[config.mk]
export PLATFORM = sky130hd
export DESIGN_NAME = ccpm_core
export DESIGN_NICKNAME = d
export VERILOG_FILES = /design/src/core/ccpm_pkg.sv /design/src/core/ccpm_core.sv
export VERILOG_INCLUDE_DIRS = /design/src /design/src/core
export SDC_FILE = /design/constraint.sdc
export NUM_CORES = 1
export LEC_CHECK = 0
export BUFFER_PORTS_ARGS = -buffer_cell sky130_fd_sc_hd__buf_2
export CORE_ASPECT_RATIO = 2
export CORE_MARGIN = 1
export CORE_UTILIZATION = 68
export CTS_CLUSTER_SIZE = 10
export DETAILED_ROUTE_END_ITERATION = 12
export PLACE_DENSITY = 0.83
export REMOVE_ABC_BUFFERS = 1
export SLEW_MARGIN = 25
export SYNTH_ARGS = -nofsm -noshare
export SYNTH_HDL_FRONTEND = slang
export SYNTH_SLANG_ARGS = --single-unit
[constraint.sdc]
create_clock -name clk -period 22.9 [get_ports clk]
set_input_delay 0 -clock clk [delete_from_list [all_inputs] [get_ports clk]]
set_output_delay 0 -clock clk [all_outputs]
set_load 0.02 [all_outputs]
[src/core/ccpm_defs.svh]
// Constants for the capture/compare/timer configuration block.
// Assumes inclusion by bare name from core/ and tb/ files; definitions only.
`ifndef CCPM_DEFS_SVH
`define CCPM_DEFS_SVH

// ==========================================================================
// Register map (byte addresses on the plain register port)
`define CCPM_ADDR_W          8
`define CCPM_ADDR_CTRL_LOW   8'h00
`define CCPM_ADDR_CTRL_HIGH  8'h04
`define CCPM_ADDR_PERIOD     8'h08
`define CCPM_ADDR_CMP_A      8'h0C
`define CCPM_ADDR_CMP_B      8'h10
`define CCPM_ADDR_TIMER      8'h14
`define CCPM_ADDR_CAPTURE    8'h18
`define CCPM_ADDR_AUX_SEL    8'h1C
`define CCPM_ADDR_STATUS     8'h20

// ==========================================================================
// Reset values
`define CCPM_CTRL_RST        16'h0000
`define CCPM_PERIOD_RST      32'hFFFFFFFF
`define CCPM_WORD_RST        32'h00000000

// ==========================================================================
// Field positions in the first control word, low half
`define CCPM_ENABLE_BIT      15
`define CCPM_LOW_WMASK       16'hBFFF
`define CCPM_CLKSEL_HI       10
`define CCPM_CLKSEL_LO       8
`define CCPM_PRESCALE_HI     7
`define CCPM_PRESCALE_LO     6
`define CCPM_WIDE_BIT        5
`define CCPM_CAPSEL_BIT      4
`define CCPM_FUNC_HI         3
`define CCPM_FUNC_LO         0

// Field positions in the first control word, high half
`define CCPM_HIGH_WMASK      16'hCFFF
`define CCPM_POST_HI         11
`define CCPM_POST_LO         8

// ==========================================================================
// Time base clock source and prescale codes
`define CCPM_CLK_SYSTEM      3'h0
`define CCPM_CLK_DOUBLE      3'h4
`define CCPM_PRE_DIV1        2'h0
`define CCPM_PRE_DIV4        2'h1
`define CCPM_PRE_DIV16       2'h2
`define CCPM_PRE_DIV64       2'h3
`define CCPM_LIMIT_1         7'h01
`define CCPM_LIMIT_4         7'h04
`define CCPM_LIMIT_16        7'h10
`define CCPM_LIMIT_64        7'h40

// ==========================================================================
// Operating function codes
`define CCPM_CAP_BOTH_DETECT 4'h0
`define CCPM_CAP_RISE        4'h1
`define CCPM_CAP_FALL        4'h2
`define CCPM_CAP_BOTH        4'h3
`define CCPM_CAP_EVERY4      4'h4
`define CCPM_CAP_EVERY16     4'h5
`define CCPM_CMP_TIMER_ONLY  4'h0
`define CCPM_CMP_SET_HIGH    4'h1
`define CCPM_CMP_SET_LOW     4'h2
`define CCPM_CMP_TOGGLE      4'h3
`define CCPM_CMP_DUAL        4'h4
`define CCPM_CMP_DUAL_BUF    4'h5
`define CCPM_CMP_CENTER_BUF  4'h6
`define CCPM_CMP_VAR_FREQ    4'h7
`define CCPM_CMP_EXTERNAL    4'hF

`define CCPM_NARROW_MASK     32'h0000FFFF
`define CCPM_FULL_MASK       32'hFFFFFFFF

`endif

[src/core/ccpm_pkg.sv]
// Types shared by the capture/compare/timer configuration block.
// Assumes nothing beyond a SystemVerilog compiler.
package ccpm_pkg;

   // =======================================================================
   // Complete register state of the block
   typedef struct packed {
      logic [15:0] ctrlLow;
      logic [15:0] ctrlHigh;
      logic [31:0] period;
      logic [31:0] cmpA;
      logic [31:0] cmpB;
      logic [31:0] bufA;
      logic [31:0] bufB;
      logic [2:0]  extSel;
      logic [31:0] timer;
      logic [6:0]  preAcc;
      logic [31:0] capValue;
      logic        capPrev;
      logic [3:0]  edgeCount;
      logic [3:0]  postCount;
      logic [32:0] freqAcc;
      logic        outLevel;
      logic        capturePulse;
      logic        eventPulse;
      logic [31:0] readData;
   } ccpm_state_t;

endpackage

[src/core/ccpm_core.sv]
// Capture/compare/timer block: time base with prescaler, input capture
// and output compare operating functions, and event postscaler.
// Assumes all inputs are synchronous to clk and the register port master
// never asserts both strobes in one cycle.
//
// Notes on behaviour
// - Prescale codes divide by 1, 4, 16, 64.
// - Capture select picks capture mode decode.
// - Capture code 0101: every sixteenth rising edge.
// - Capture code 0100: every fourth rising edge.
// - Capture code 0011: every rising and falling edge.
// - Capture code 0010: every falling edge.
// - Capture code 0001: every rising edge.
// - Capture code 0000: edge detect, both edges.
// - Capture deselected picks compare/timer decode.
// - Code 1111: output from selected external source.
// - Code 0111: variable frequency pulse output.
// - Code 0110: center-aligned pulse, buffered compares.
// - Center-aligned only on multi-output variant.
// - Code 0101: dual-edge compare, buffered values.
// - Code 0100: dual-edge compare, unbuffered values.
// - Code 0011: toggle output on match.
// - Code 0010: drive output low on match.
// - Code 0001: drive output high on match.
// - Code 0000: plain timer, outputs off.
// - Clock source 100: double-rate time base.
// - Postscale N: event every N+1 period matches, or every N+1 captures in capture mode.
//
// The placing of the registers and the plain strobed port are this design's own decisions.
`timescale 1ns/1ps
`default_nettype none
`include "ccpm_defs.svh"

module ccpm_core
   import ccpm_pkg::*;
#(
   parameter logic MULTI_OUTPUT = 1'b1
) (
   // Clock and reset
   input  wire logic                     clk,
   input  wire logic                     reset,
   // Register port
   input  wire logic [`CCPM_ADDR_W-1:0]  regAddr,
   input  wire logic [31:0]              regWriteData,
   input  wire logic                     regWrite,
   input  wire logic                     regRead,
   output logic      [31:0]              regReadData,
   // Time base clock sources, one tick strobe per source code
   input  wire logic [7:0]               clockSourceTick,
   // Pins and external sources
   input  wire logic                     captureIn,
   input  wire logic [7:0]               extSource,
   output logic                          compareOut,
   // Events
   output logic                          captureEvent,
   output logic                          moduleEvent
);

   // =======================================================================
   // Decoding helpers

   function automatic logic [31:0] widthMask(input logic [15:0] ctrl,
                                             input logic [31:0] value);
      if (ctrl[`CCPM_WIDE_BIT]) begin
         widthMask = value & `CCPM_FULL_MASK;
      end else begin
         widthMask = value & `CCPM_NARROW_MASK;
      end
   endfunction

   function automatic logic [6:0] prescaleLimit(input logic [1:0] code);
      case (code)
         `CCPM_PRE_DIV1:  prescaleLimit = `CCPM_LIMIT_1;
         `CCPM_PRE_DIV4:  prescaleLimit = `CCPM_LIMIT_4;
         `CCPM_PRE_DIV16: prescaleLimit = `CCPM_LIMIT_16;
         default:         prescaleLimit = `CCPM_LIMIT_64;
      endcase
   endfunction

   // =======================================================================
   // State

   ccpm_state_t s;
   ccpm_state_t next_s;

   logic        enabled;
   logic        captureMode;
   logic [3:0]  func;
   logic [2:0]  clockSel;
   logic [3:0]  postLimit;
   logic [1:0]  inc;
   logic [6:0]  limit;
   logic [6:0]  accSum;
   logic [1:0]  step;
   logic [32:0] timerSum;
   logic [31:0] periodEff;
   logic [31:0] timerNext;
   logic        periodMatch;
   logic        buffered;
   logic [31:0] cmpAEff;
   logic [31:0] cmpBEff;
   logic        matchA;
   logic        matchB;
   logic        riseEdge;
   logic        fallEdge;
   logic        capEvent;
   logic        postSource;

   assign enabled     = s.ctrlLow[`CCPM_ENABLE_BIT];
   assign captureMode = s.ctrlLow[`CCPM_CAPSEL_BIT];
   assign func        = s.ctrlLow[`CCPM_FUNC_HI:`CCPM_FUNC_LO];
   assign clockSel    = s.ctrlLow[`CCPM_CLKSEL_HI:`CCPM_CLKSEL_LO];
   assign postLimit   = s.ctrlHigh[`CCPM_POST_HI:`CCPM_POST_LO];

   // =======================================================================
   // Time base: source, prescaler and counter

   always_comb begin
      if (clockSel == `CCPM_CLK_SYSTEM) begin
         inc = 2'h1;
      end else if (clockSel == `CCPM_CLK_DOUBLE) begin
         inc = 2'h2;
      end else begin
         inc = {1'b0, clockSourceTick[clockSel]};
      end
      limit  = prescaleLimit(s.ctrlLow[`CCPM_PRESCALE_HI:`CCPM_PRESCALE_LO]);
      accSum = s.preAcc + {5'h00, inc};
      if (limit == `CCPM_LIMIT_1) begin
         step = inc;
      end else if (accSum >= limit) begin
         step = 2'h1;
      end else begin
         step = 2'h0;
      end
      // Counter rolls to zero after it has stood at the period value.
      periodEff = widthMask(s.ctrlLow, s.period);
      timerSum  = {1'b0, s.timer} + {31'h00000000, step};
      if (timerSum > {1'b0, periodEff}) begin
         timerNext   = 32'(timerSum - {1'b0, periodEff} - 33'h000000001);
         periodMatch = 1'b1;
      end else begin
         timerNext   = widthMask(s.ctrlLow, timerSum[31:0]);
         periodMatch = 1'b0;
      end
      if (!enabled) begin
         periodMatch = 1'b0;
      end
   end

   // =======================================================================
   // Compare matching
   // At double rate with 1:1 prescale the counter moves by two, so a
   // compare value it jumps over gives no match; software must avoid it.

   always_comb begin
      buffered = (func == `CCPM_CMP_DUAL_BUF) || (func == `CCPM_CMP_CENTER_BUF);
      cmpAEff  = widthMask(s.ctrlLow, buffered ? s.bufA : s.cmpA);
      cmpBEff  = widthMask(s.ctrlLow, buffered ? s.bufB : s.cmpB);
      matchA   = enabled && (step != 2'h0) && (timerNext == cmpAEff);
      matchB   = enabled && (step != 2'h0) && (timerNext == cmpBEff);
   end

   // =======================================================================
   // Capture edge decode

   always_comb begin
      riseEdge = captureIn && !s.capPrev;
      fallEdge = !captureIn && s.capPrev;
      capEvent = 1'b0;
      if (enabled && captureMode) begin
         case (func)
            `CCPM_CAP_BOTH_DETECT: capEvent = riseEdge || fallEdge;
            `CCPM_CAP_RISE:        capEvent = riseEdge;
            `CCPM_CAP_FALL:        capEvent = fallEdge;
            `CCPM_CAP_BOTH:        capEvent = riseEdge || fallEdge;
            `CCPM_CAP_EVERY4:      capEvent = riseEdge && (s.edgeCount[1:0] == 2'h3);
            `CCPM_CAP_EVERY16:     capEvent = riseEdge && (s.edgeCount == 4'hF);
            default:               capEvent = 1'b0;
         endcase
      end
      postSource = captureMode ? capEvent : periodMatch;
   end

   // =======================================================================
   // Next state

   always_comb begin
      next_s              = s;
      next_s.capturePulse = 1'b0;
      next_s.eventPulse   = 1'b0;
      next_s.readData     = `CCPM_WORD_RST;
      next_s.capPrev      = captureIn;

      if (regRead) begin
         case (regAddr)
            `CCPM_ADDR_CTRL_LOW:  next_s.readData = {16'h0000, s.ctrlLow};
            `CCPM_ADDR_CTRL_HIGH: next_s.readData = {16'h0000, s.ctrlHigh};
            `CCPM_ADDR_PERIOD:    next_s.readData = s.period;
            `CCPM_ADDR_CMP_A:     next_s.readData = s.cmpA;
            `CCPM_ADDR_CMP_B:     next_s.readData = s.cmpB;
            `CCPM_ADDR_TIMER:     next_s.readData = s.timer;
            `CCPM_ADDR_CAPTURE:   next_s.readData = s.capValue;
            `CCPM_ADDR_AUX_SEL:   next_s.readData = {29'h00000000, s.extSel};
            `CCPM_ADDR_STATUS:    next_s.readData = {24'h000000, s.postCount,
                                                     3'h0, s.outLevel};
            default:              next_s.readData = `CCPM_WORD_RST;
         endcase
      end

      // Time base advances, or is held cleared while the module is off.
      if (enabled) begin
         next_s.timer  = timerNext;
         next_s.preAcc = (limit != `CCPM_LIMIT_1) && (accSum >= limit)
                         ? 7'(accSum - limit)
                         : ((limit == `CCPM_LIMIT_1) ? 7'h00 : accSum);
      end else begin
         next_s.timer  = `CCPM_WORD_RST;
         next_s.preAcc = 7'h00;
      end

      // Buffered compare values take effect at a period boundary or while the module is off.
      if (periodMatch || !enabled) begin
         next_s.bufA = s.cmpA;
         next_s.bufB = s.cmpB;
      end

      // Input capture.
      if (enabled && captureMode && riseEdge) begin
         next_s.edgeCount = s.edgeCount + 4'h1;
      end
      if (capEvent) begin
         next_s.capValue     = s.timer;
         next_s.capturePulse = 1'b1;
      end

      if (postSource) begin
         if (s.postCount == postLimit) begin
            next_s.postCount  = 4'h0;
            next_s.eventPulse = 1'b1;
         end else begin
            next_s.postCount = s.postCount + 4'h1;
         end
      end

      next_s.freqAcc = {1'b0, s.freqAcc[31:0]};
      if (!enabled) begin
         next_s.outLevel = 1'b0;
      end else if (!captureMode) begin
         case (func)
            `CCPM_CMP_TIMER_ONLY: next_s.outLevel = 1'b0;
            `CCPM_CMP_SET_HIGH: begin
               if (matchA) begin
                  next_s.outLevel = 1'b1;
               end
            end
            `CCPM_CMP_SET_LOW: begin
               if (matchA) begin
                  next_s.outLevel = 1'b0;
               end
            end
            `CCPM_CMP_TOGGLE: begin
               if (matchA) begin
                  next_s.outLevel = !s.outLevel;
               end
            end
            // Dual edge, direct values; buffered values
            `CCPM_CMP_DUAL, `CCPM_CMP_DUAL_BUF: begin
               if (matchB) begin
                  next_s.outLevel = 1'b0;
               end else if (matchA) begin
                  next_s.outLevel = 1'b1;
               end
            end
            // Center pulse from buffered edges; variant gate
            `CCPM_CMP_CENTER_BUF: begin
               if (MULTI_OUTPUT && matchB) begin
                  next_s.outLevel = 1'b0;
               end else if (MULTI_OUTPUT && matchA) begin
                  next_s.outLevel = 1'b1;
               end
            end
            `CCPM_CMP_VAR_FREQ: begin
               if (step != 2'h0) begin
                  next_s.freqAcc  = {1'b0, widthMask(s.ctrlLow, s.freqAcc[31:0])}
                                    + {1'b0, widthMask(s.ctrlLow, s.cmpA)};
                  next_s.outLevel = s.ctrlLow[`CCPM_WIDE_BIT]
                                    ? next_s.freqAcc[32] : next_s.freqAcc[16];
                  next_s.freqAcc  = {1'b0, widthMask(s.ctrlLow,
                                                     next_s.freqAcc[31:0])};
               end else begin
                  next_s.outLevel = 1'b0;
               end
            end
            `CCPM_CMP_EXTERNAL: next_s.outLevel = extSource[s.extSel];
            // Reserved compare codes hold the output
            default: next_s.outLevel = s.outLevel;
         endcase
      end

      // Writes are applied last so software sees its own value, less any bits the write mask clears.
      if (regWrite) begin
         case (regAddr)
            `CCPM_ADDR_CTRL_LOW:  next_s.ctrlLow  = regWriteData[15:0] & `CCPM_LOW_WMASK;
            `CCPM_ADDR_CTRL_HIGH: next_s.ctrlHigh = regWriteData[15:0] & `CCPM_HIGH_WMASK;
            `CCPM_ADDR_PERIOD:    next_s.period   = regWriteData;
            `CCPM_ADDR_CMP_A:     next_s.cmpA     = regWriteData;
            `CCPM_ADDR_CMP_B:     next_s.cmpB     = regWriteData;
            `CCPM_ADDR_AUX_SEL:   next_s.extSel   = regWriteData[2:0];
            default:              next_s.extSel   = next_s.extSel;
         endcase
      end
   end

   // =======================================================================
   // Registers

   always_ff @(posedge clk or posedge reset) begin
      if (reset) begin
         s          <= '0;
         s.ctrlLow  <= `CCPM_CTRL_RST;
         s.ctrlHigh <= `CCPM_CTRL_RST;
         s.period   <= `CCPM_PERIOD_RST;
         s.bufA     <= `CCPM_WORD_RST;
      end else begin
         s <= next_s;
      end
   end

   assign regReadData  = s.readData;
   assign compareOut   = s.outLevel;
   assign captureEvent = s.capturePulse;
   assign moduleEvent  = s.eventPulse;

endmodule // ccpm_core

`default_nettype wire

; ---- Word-level counts from Yosys, hierarchy flattened
; Cells that the tools add are included.
[totals]
ff_bits = 339
input_bits = 61
[classes]
eq_ne = 30
addsub = 8
n_bitwise = 1
n_reduce_logical = 32
magnitude_cmp = 4
muxes = 50
[op_table]
columns = cell, count
row1 = 32-bit 2-to-1 mux, 19
row2 = 32-bit case mux with 9 select lines, 1
row3 = 32-bit == test, 2
row4 = 39-bit 2-to-1 mux, 1
row5 = 32-bit by 2-bit adder with 33-bit output, 1
row6 = 32-bit by 32-bit adder with 33-bit output, 1
row7 = 33-bit by 32-bit greater-than comparator with 1-bit output, 1
row8 = 8-bit by 5-bit == test with 1-bit output (second input constant), 4
row9 = 32-bit by 1-bit subtractor with 32-bit output (second input constant), 1
row10 = 32-bit subtractor, 1
row11 = 7-bit case mux with 3 select lines, 1
row12 = 1-bit 2-to-1 mux, 18
row13 = 4-bit by 3-bit == test with 1-bit output (second input constant), 4
row14 = 8-bit by 4-bit == test with 1-bit output (second input constant), 2
row15 = 7-bit 2-to-1 mux, 2
row16 = 2-bit AND reduction, 6
row17 = 1-bit logical AND, 10
row18 = 4-bit by 1-bit adder with 4-bit output (second input constant), 2
row19 = 4-bit by 2-bit == test with 1-bit output (second input constant), 2
row20 = 4-bit == test (second input constant), 2
row21 = 8-bit by 3-bit == test with 1-bit output (second input constant), 1
row22 = 8-bit by 6-bit == test with 1-bit output (second input constant), 1
row23 = 8-bit logical NOT, 1
row24 = 3-bit by 4-bit < comparator with 1-bit output (second input constant), 2
row25 = 28 further kinds, 39

; ---- Longest topological paths before layout
[logic_depth]
depth_word = 19
mapped_depth = 40
depth_no_buf = 34

; ---- Worst setup path before layout
; Ideal clock, no wire load.
[synth_timing]
path_kind = reg-to-reg
startpoint = reg s, in the netlist clockSel[1]
endpoint = reg s, in the netlist compareOut
setup_slack_ns = 14.714
stages_incl_launch_ff = 37
arrival_time_ns = 8.064
t_required_ns = 22.778
path_cell_list = dfrtp_1 -> mux2i_1 -> a31o_2 -> a31oi_1 -> ha_1 -> inv_1 -> fa_1 -> xnor2_1 -> ha_1 -> a21oi_1 -> a31oi_1 -> o31a_1 -> nor2_1 -> clkbuf_1 -> o21ai_0 -> ha_1 -> fa_1 -> nand3_1 -> nor2_1 -> nand3_1 -> xnor2_1 -> ha_1 -> buf_2 -> a21oi_1 -> o21ai_1 -> or2_1 -> o41a_1 -> a21o_1 -> buf_6 -> buf_8 -> mux2i_1 -> xnor2_1 -> nand3_1 -> or4b_1 -> or4_1 -> o2bb2ai_1 -> a32o_1
[synth_between]
elab_chain_cells = 19
[synth_rtl]
columns = element, line_no
row1 = "start, declared", ccpm_core.sv:83  ; ccpm_state_t s;
row2 = "start signal, assigned", ccpm_core.sv:325  ; s <= next_s;
row3 = 1-bit binary-select mux with 3-bit select, ccpm_core.sv:124  ; inc = {1'b0, clockSourceTick[clockSel]};
row4 = 1-bit 2-to-1 mux (not written as such), ccpm_core.sv:124
row5 = 2-bit 2-to-1 mux, ccpm_core.sv:121  ; end else if (clockSel == `CCPM_CLK_DOUBLE) begin
row6 = 2-bit 2-to-1 mux (*), ccpm_core.sv:119  ; if (clockSel == `CCPM_CLK_SYSTEM) begin
row7 = 7-bit by 2-bit adder with 7-bit output, ccpm_core.sv:127  ; accSum = s.preAcc + {5'h00, inc};
row8 = 7-bit greater-or-equal comparator, ccpm_core.sv:130  ; end else if (accSum >= limit) begin
row9 = 1-bit 2-to-1 mux, ccpm_core.sv:130
row10 = 2-bit 2-to-1 mux (*), ccpm_core.sv:128  ; if (limit == `CCPM_LIMIT_1) begin
row11 = [3 not listed], --
row12 = 32-bit 2-to-1 mux, ccpm_core.sv:138  ; if (timerSum > {1'b0, periodEff}) begin
row13 = 32-bit == test, ccpm_core.sv:159  ; matchA = enabled && (step != 2'h0) && (timerNext == cmpAEff);
row14 = 1-bit logical AND, ccpm_core.sv:159
row15 = 1-bit 2-to-1 mux, --
row16 = 1-bit 2-to-1 mux, ccpm_core.sv:268  ; if (matchB) begin
row17 = 1-bit case mux with 7 select lines, ccpm_core.sv:249  ; case (func)
row18 = 1-bit 2-to-1 mux, ccpm_core.sv:248  ; end else if (!captureMode) begin
row19 = 1-bit 2-to-1 mux, ccpm_core.sv:246  ; if (!enabled) begin
; Every way passes the cells marked *; elsewhere a longest branch is shown, timed or not. The select of a mux whose other input is x is not followed.
; A chain may end at the register's enable or synchronous reset.

; ---- Final worst setup path
; Same ends and word-level chain as after synthesis.

==> key figures <==
Critical path
  • Worst path depth: 34
  • Reg2reg path depth: 34
  • Crit-path slowest cell: nor2_2
  • CP Buf/Inv Count: 3
  • Top Family by Delay on Critical Path: compound AO/OA/AOI/OAI gates
  • CP Capture Type: register
  • Critical path arrival: 11.50 ns
  • CP most frequent cell: ha_1
  • Worst-path fanout max: 54
  • Worst setup SP type: register
  • Crit Path Class: register to register
  • CP max stage delay: between 0.7 and 0.8 ns
  • CP required: ~23 ns

STA
  • Post-layout min period: 11.05 ns
  • Clk_skew: approximately 0.027 ns
  • Setup TNS: 0 ns
  • Slew HR: about a quarter
  • Fmax: approximately 90 MHz
  • Final Max Slew Viols: 0
  • RSZ-0062 raised after global routing: false
  • Setup Viol. Count Final: 0
  • Post-route setup slack: around 12 ns
  • Final worst-path cycle share: roughly half
  • Final Hold Fails: 0
  • Worst slew pin tran: 1.08 ns

Logic synthesis
  • Average cell area after synthesis: roughly 10 µm²
  • Most used DFF post-synth: dfrtp_1
  • Post-synthesis compound-gate area fraction: between 10% and 20%
  • Mapped Cells: 2,106
  • Yosys warning count: 0
  • Ys async rst share: 100%
  • Post-synthesis simple-gate area fraction: around an eighth
  • Yosys cell types: 100
  • Synth Area in XOR/XNOR: 6.43%
  • Mux cell area share after synthesis: around 16%
  • Synthesized area: about 0.022 mm²
  • Cell taking the most area after synthesis: dfrtp_1
  • Post-synthesis sequential area ratio: 39.6%
  • Yosys reg bits: ~340
  • Largest family of logic cells by synthesized area: multiplexers
  • Largest cells by area after synthesis: dfrtp_1 36%, mux2_2 12%, ha_1 4.6%, dfstp_2 3.9%, xnor2_1 3.7%
  • Count leader, synth: dfrtp_1
  • Post-synth EDFFs: 0
  • Adder-Cell Fraction of Synth Area: under 10%
  • Post-synth top cells: 307 x dfrtp_1, 239 x mux2_2, 144 x nand2_1, 117 x nor2_1, 93 x a21oi_1
  • Area share of the largest cell type after synthesis: about 36%

Floorplanning
  • I/O pin count: between 90 and 100
  • Starting Density: slightly below 70%
  • Core area: a little over 0.03 mm²
  • FP Rows: just over 90
  • Chip Height: around 250 µm
  • Chip Width: around 130 µm
  • Die footprint: between 0.03 and 0.04 mm²

Power
  • Lkg Pwr: between 10 and 15 nW
  • Max IR drop VDD: 0.000202 V
  • Power per cell area: roughly 110 mW/mm²

Layout
  • Layout Nets: about 2,300
  • Post-route insts no fill: between 2,000 and 3,000
  • P&R area growth vs syn: 9.71%
  • # diodes: 0
  • Share of layout cells above drive strength 1: between 20% and 30%

GRT
  • GRT Total Usage: between 40% and 50%
  • Maximum number of pins on one net before global-route repair: about 120
  • GRT overflow: 0
  • Global-route wire length before repair: 113,000 µm
  • Initial antenna violation count: 1
  • Vias in the first global route: 19,070

Hold path
  • HP Class: input port to register
  • Hold Path Cell Cnt: 5

Clocking
  • Clk_lat worst skew: ~0.55 ns
  • CTS H-tree depth: 2
  • CTS tree: done
  • # clock sinks: between 300 and 400
  • CTS Buffer Depth: 3
  • Clk slew on worst S/H paths: ~0.06 ns
  • Root buffer cell: clkbuf_16
  • Num CTS Buffers: 39

Placement
  • Dpl ws: approximately 12 ns
  • GPL Wtd Cong: about 1.1
  • Number of buffers added on ports: 93
  • HPWL after detailed placement: about 52,000 µm
  • Inst Count DP: between 2,000 and 3,000

Detailed routing
  • # DRC: 0
  • Routed wire length: approximately 75,000 µm
  • Vias: 18,361
  • First DRT Iteration DRCs: 1,859
  • Vias per Instance: between 7 and 8
  • WL per Instance: 28.5 µm
  • First-pass DRT Iterations: 7
  • Post-route ant nets: 0

Status
  • Outcome: finished, final reports clean

Job
  • Maxcap violations: 0
==> tightest hold or removal path: stages <==
cell and delay [ns]:
buf_2 0.13, nand3_1 0.11, nor2_1 0.10, nand2_1 0.14, mux2_2 0.17
==> cells in the final DEF (no fill, tap or decap), drive strengths merged, types with 30 or more instances in the layout <==
master       synthesis  final
a21oi               94     94
a222oi              35     35
a22oi               48     48
a31oi               30     30
and2                55     55
buf                 69    125
clkbuf              67     65
dfrtp              307    307
dfstp               32     32
dlygate4sd3          0     35
ha                  79     79
inv                 65     66
mux2               240    240
mux2i               76     76
nand2              144    144
nand3               52     52
nor2               118    118
o21ai               75     75
xnor2               92     92
xor2                54     54
==> per-layer routing <==
layer  GRT usage, %  vias up  share of wire (%)
met5              0        -              0.017
met4           48.9        2                 12
met3           10.2      444                7.6
met2           79.3     1010                 49
met1           46.8     9014                 32
li1               -     7891                  -
==> cell type report <==
type / instances / area [µm²]
Inverter: 67 / 259
Multi-Input combinational cell: 1564 / 12100
Timing Repair Buffer: 160 / 1060
Clock buffer: 65 / 1090
Tap cell: 418 / 523
Clock inverter: 2 / 25.0
Sequential cell: 339 / 8520
Fill cell: 2097 / 7350
==> where the power goes <==
part | internal, mW | leakage [nW] | switching (mW)
clock network | 0.325 | 0.534 | 0.247
logic | 0.506 | 5.56 | 0.946
registers | 0.626 | 4.59 | 0.0339
==> cell families (layout without fill, tap and decap cells) <==
family                     after synthesis  count (layout)
and+or+nand+nor                        542             542
DFF                                    339             339
adders and majority gates               83              83
muxes                                  318             318
xor gates and xnor gates               150             150
buffers and inverters                  203             294
AOI/OAI and AO/OA                      471             471
==> final timing paths <==
kind,start,to,slack (ns)
worst min register to register,s[63]$_DFFE_PP0P_,s[63]$_DFFE_PP0P_,0.47
worst min-delay path,regAddr[4],s[148]$_DFFE_PP0P_,0.14
worst max-delay path,clockSel[1]$_DFFE_PP0P_,compareOut$_DFFE_PP0P_,11.85
worst max register to register,clockSel[1]$_DFFE_PP0P_,compareOut$_DFFE_PP0P_,11.85
max in group asynchronous,reset,s[232]$_DFFE_PP0P_,20.59
min in group asynchronous,reset,s[272]$_DFFE_PP0P_,0.19
==> flip-flops by register name, summed over array words and instances (netlist names) <==
| name | cells |
|---|---|
| captureEvent | 1 |
| captureMode | 1 |
| clockSel | 3 |
| compareOut | 1 |
| enabled | 1 |
| func | 4 |
| moduleEvent | 1 |
| postLimit | 4 |
| regReadData | 32 |
| s | 291 |
==> through the flow <==
stage | instance area (µm²) | power [mW] | hold slack [ns] | util, %
final | 23600 | 2.68 | 0.142 | 76.3
after global routing | 23600 | 2.76 | 0.163 | 76.3
after CTS | 23600 | 2.60 | 0.119 | 76.2
after detailed placement | 22100 | 2.03 | 0.152 | 71.5
after global placement | 22100 | 2.01 | 0.142 | 71.5
after floorplan | 20900 | 1.57 | 0.0314 | -
==> repair_timing <==
action,CTS,global route
endpoints found under the setup margin,0,0
resized for setup,0,0
hold buffers,35,0
buffers inserted,0,0
hold endpoints to repair,229,0
No activity file was read; power rests on OpenSTA's default activity.
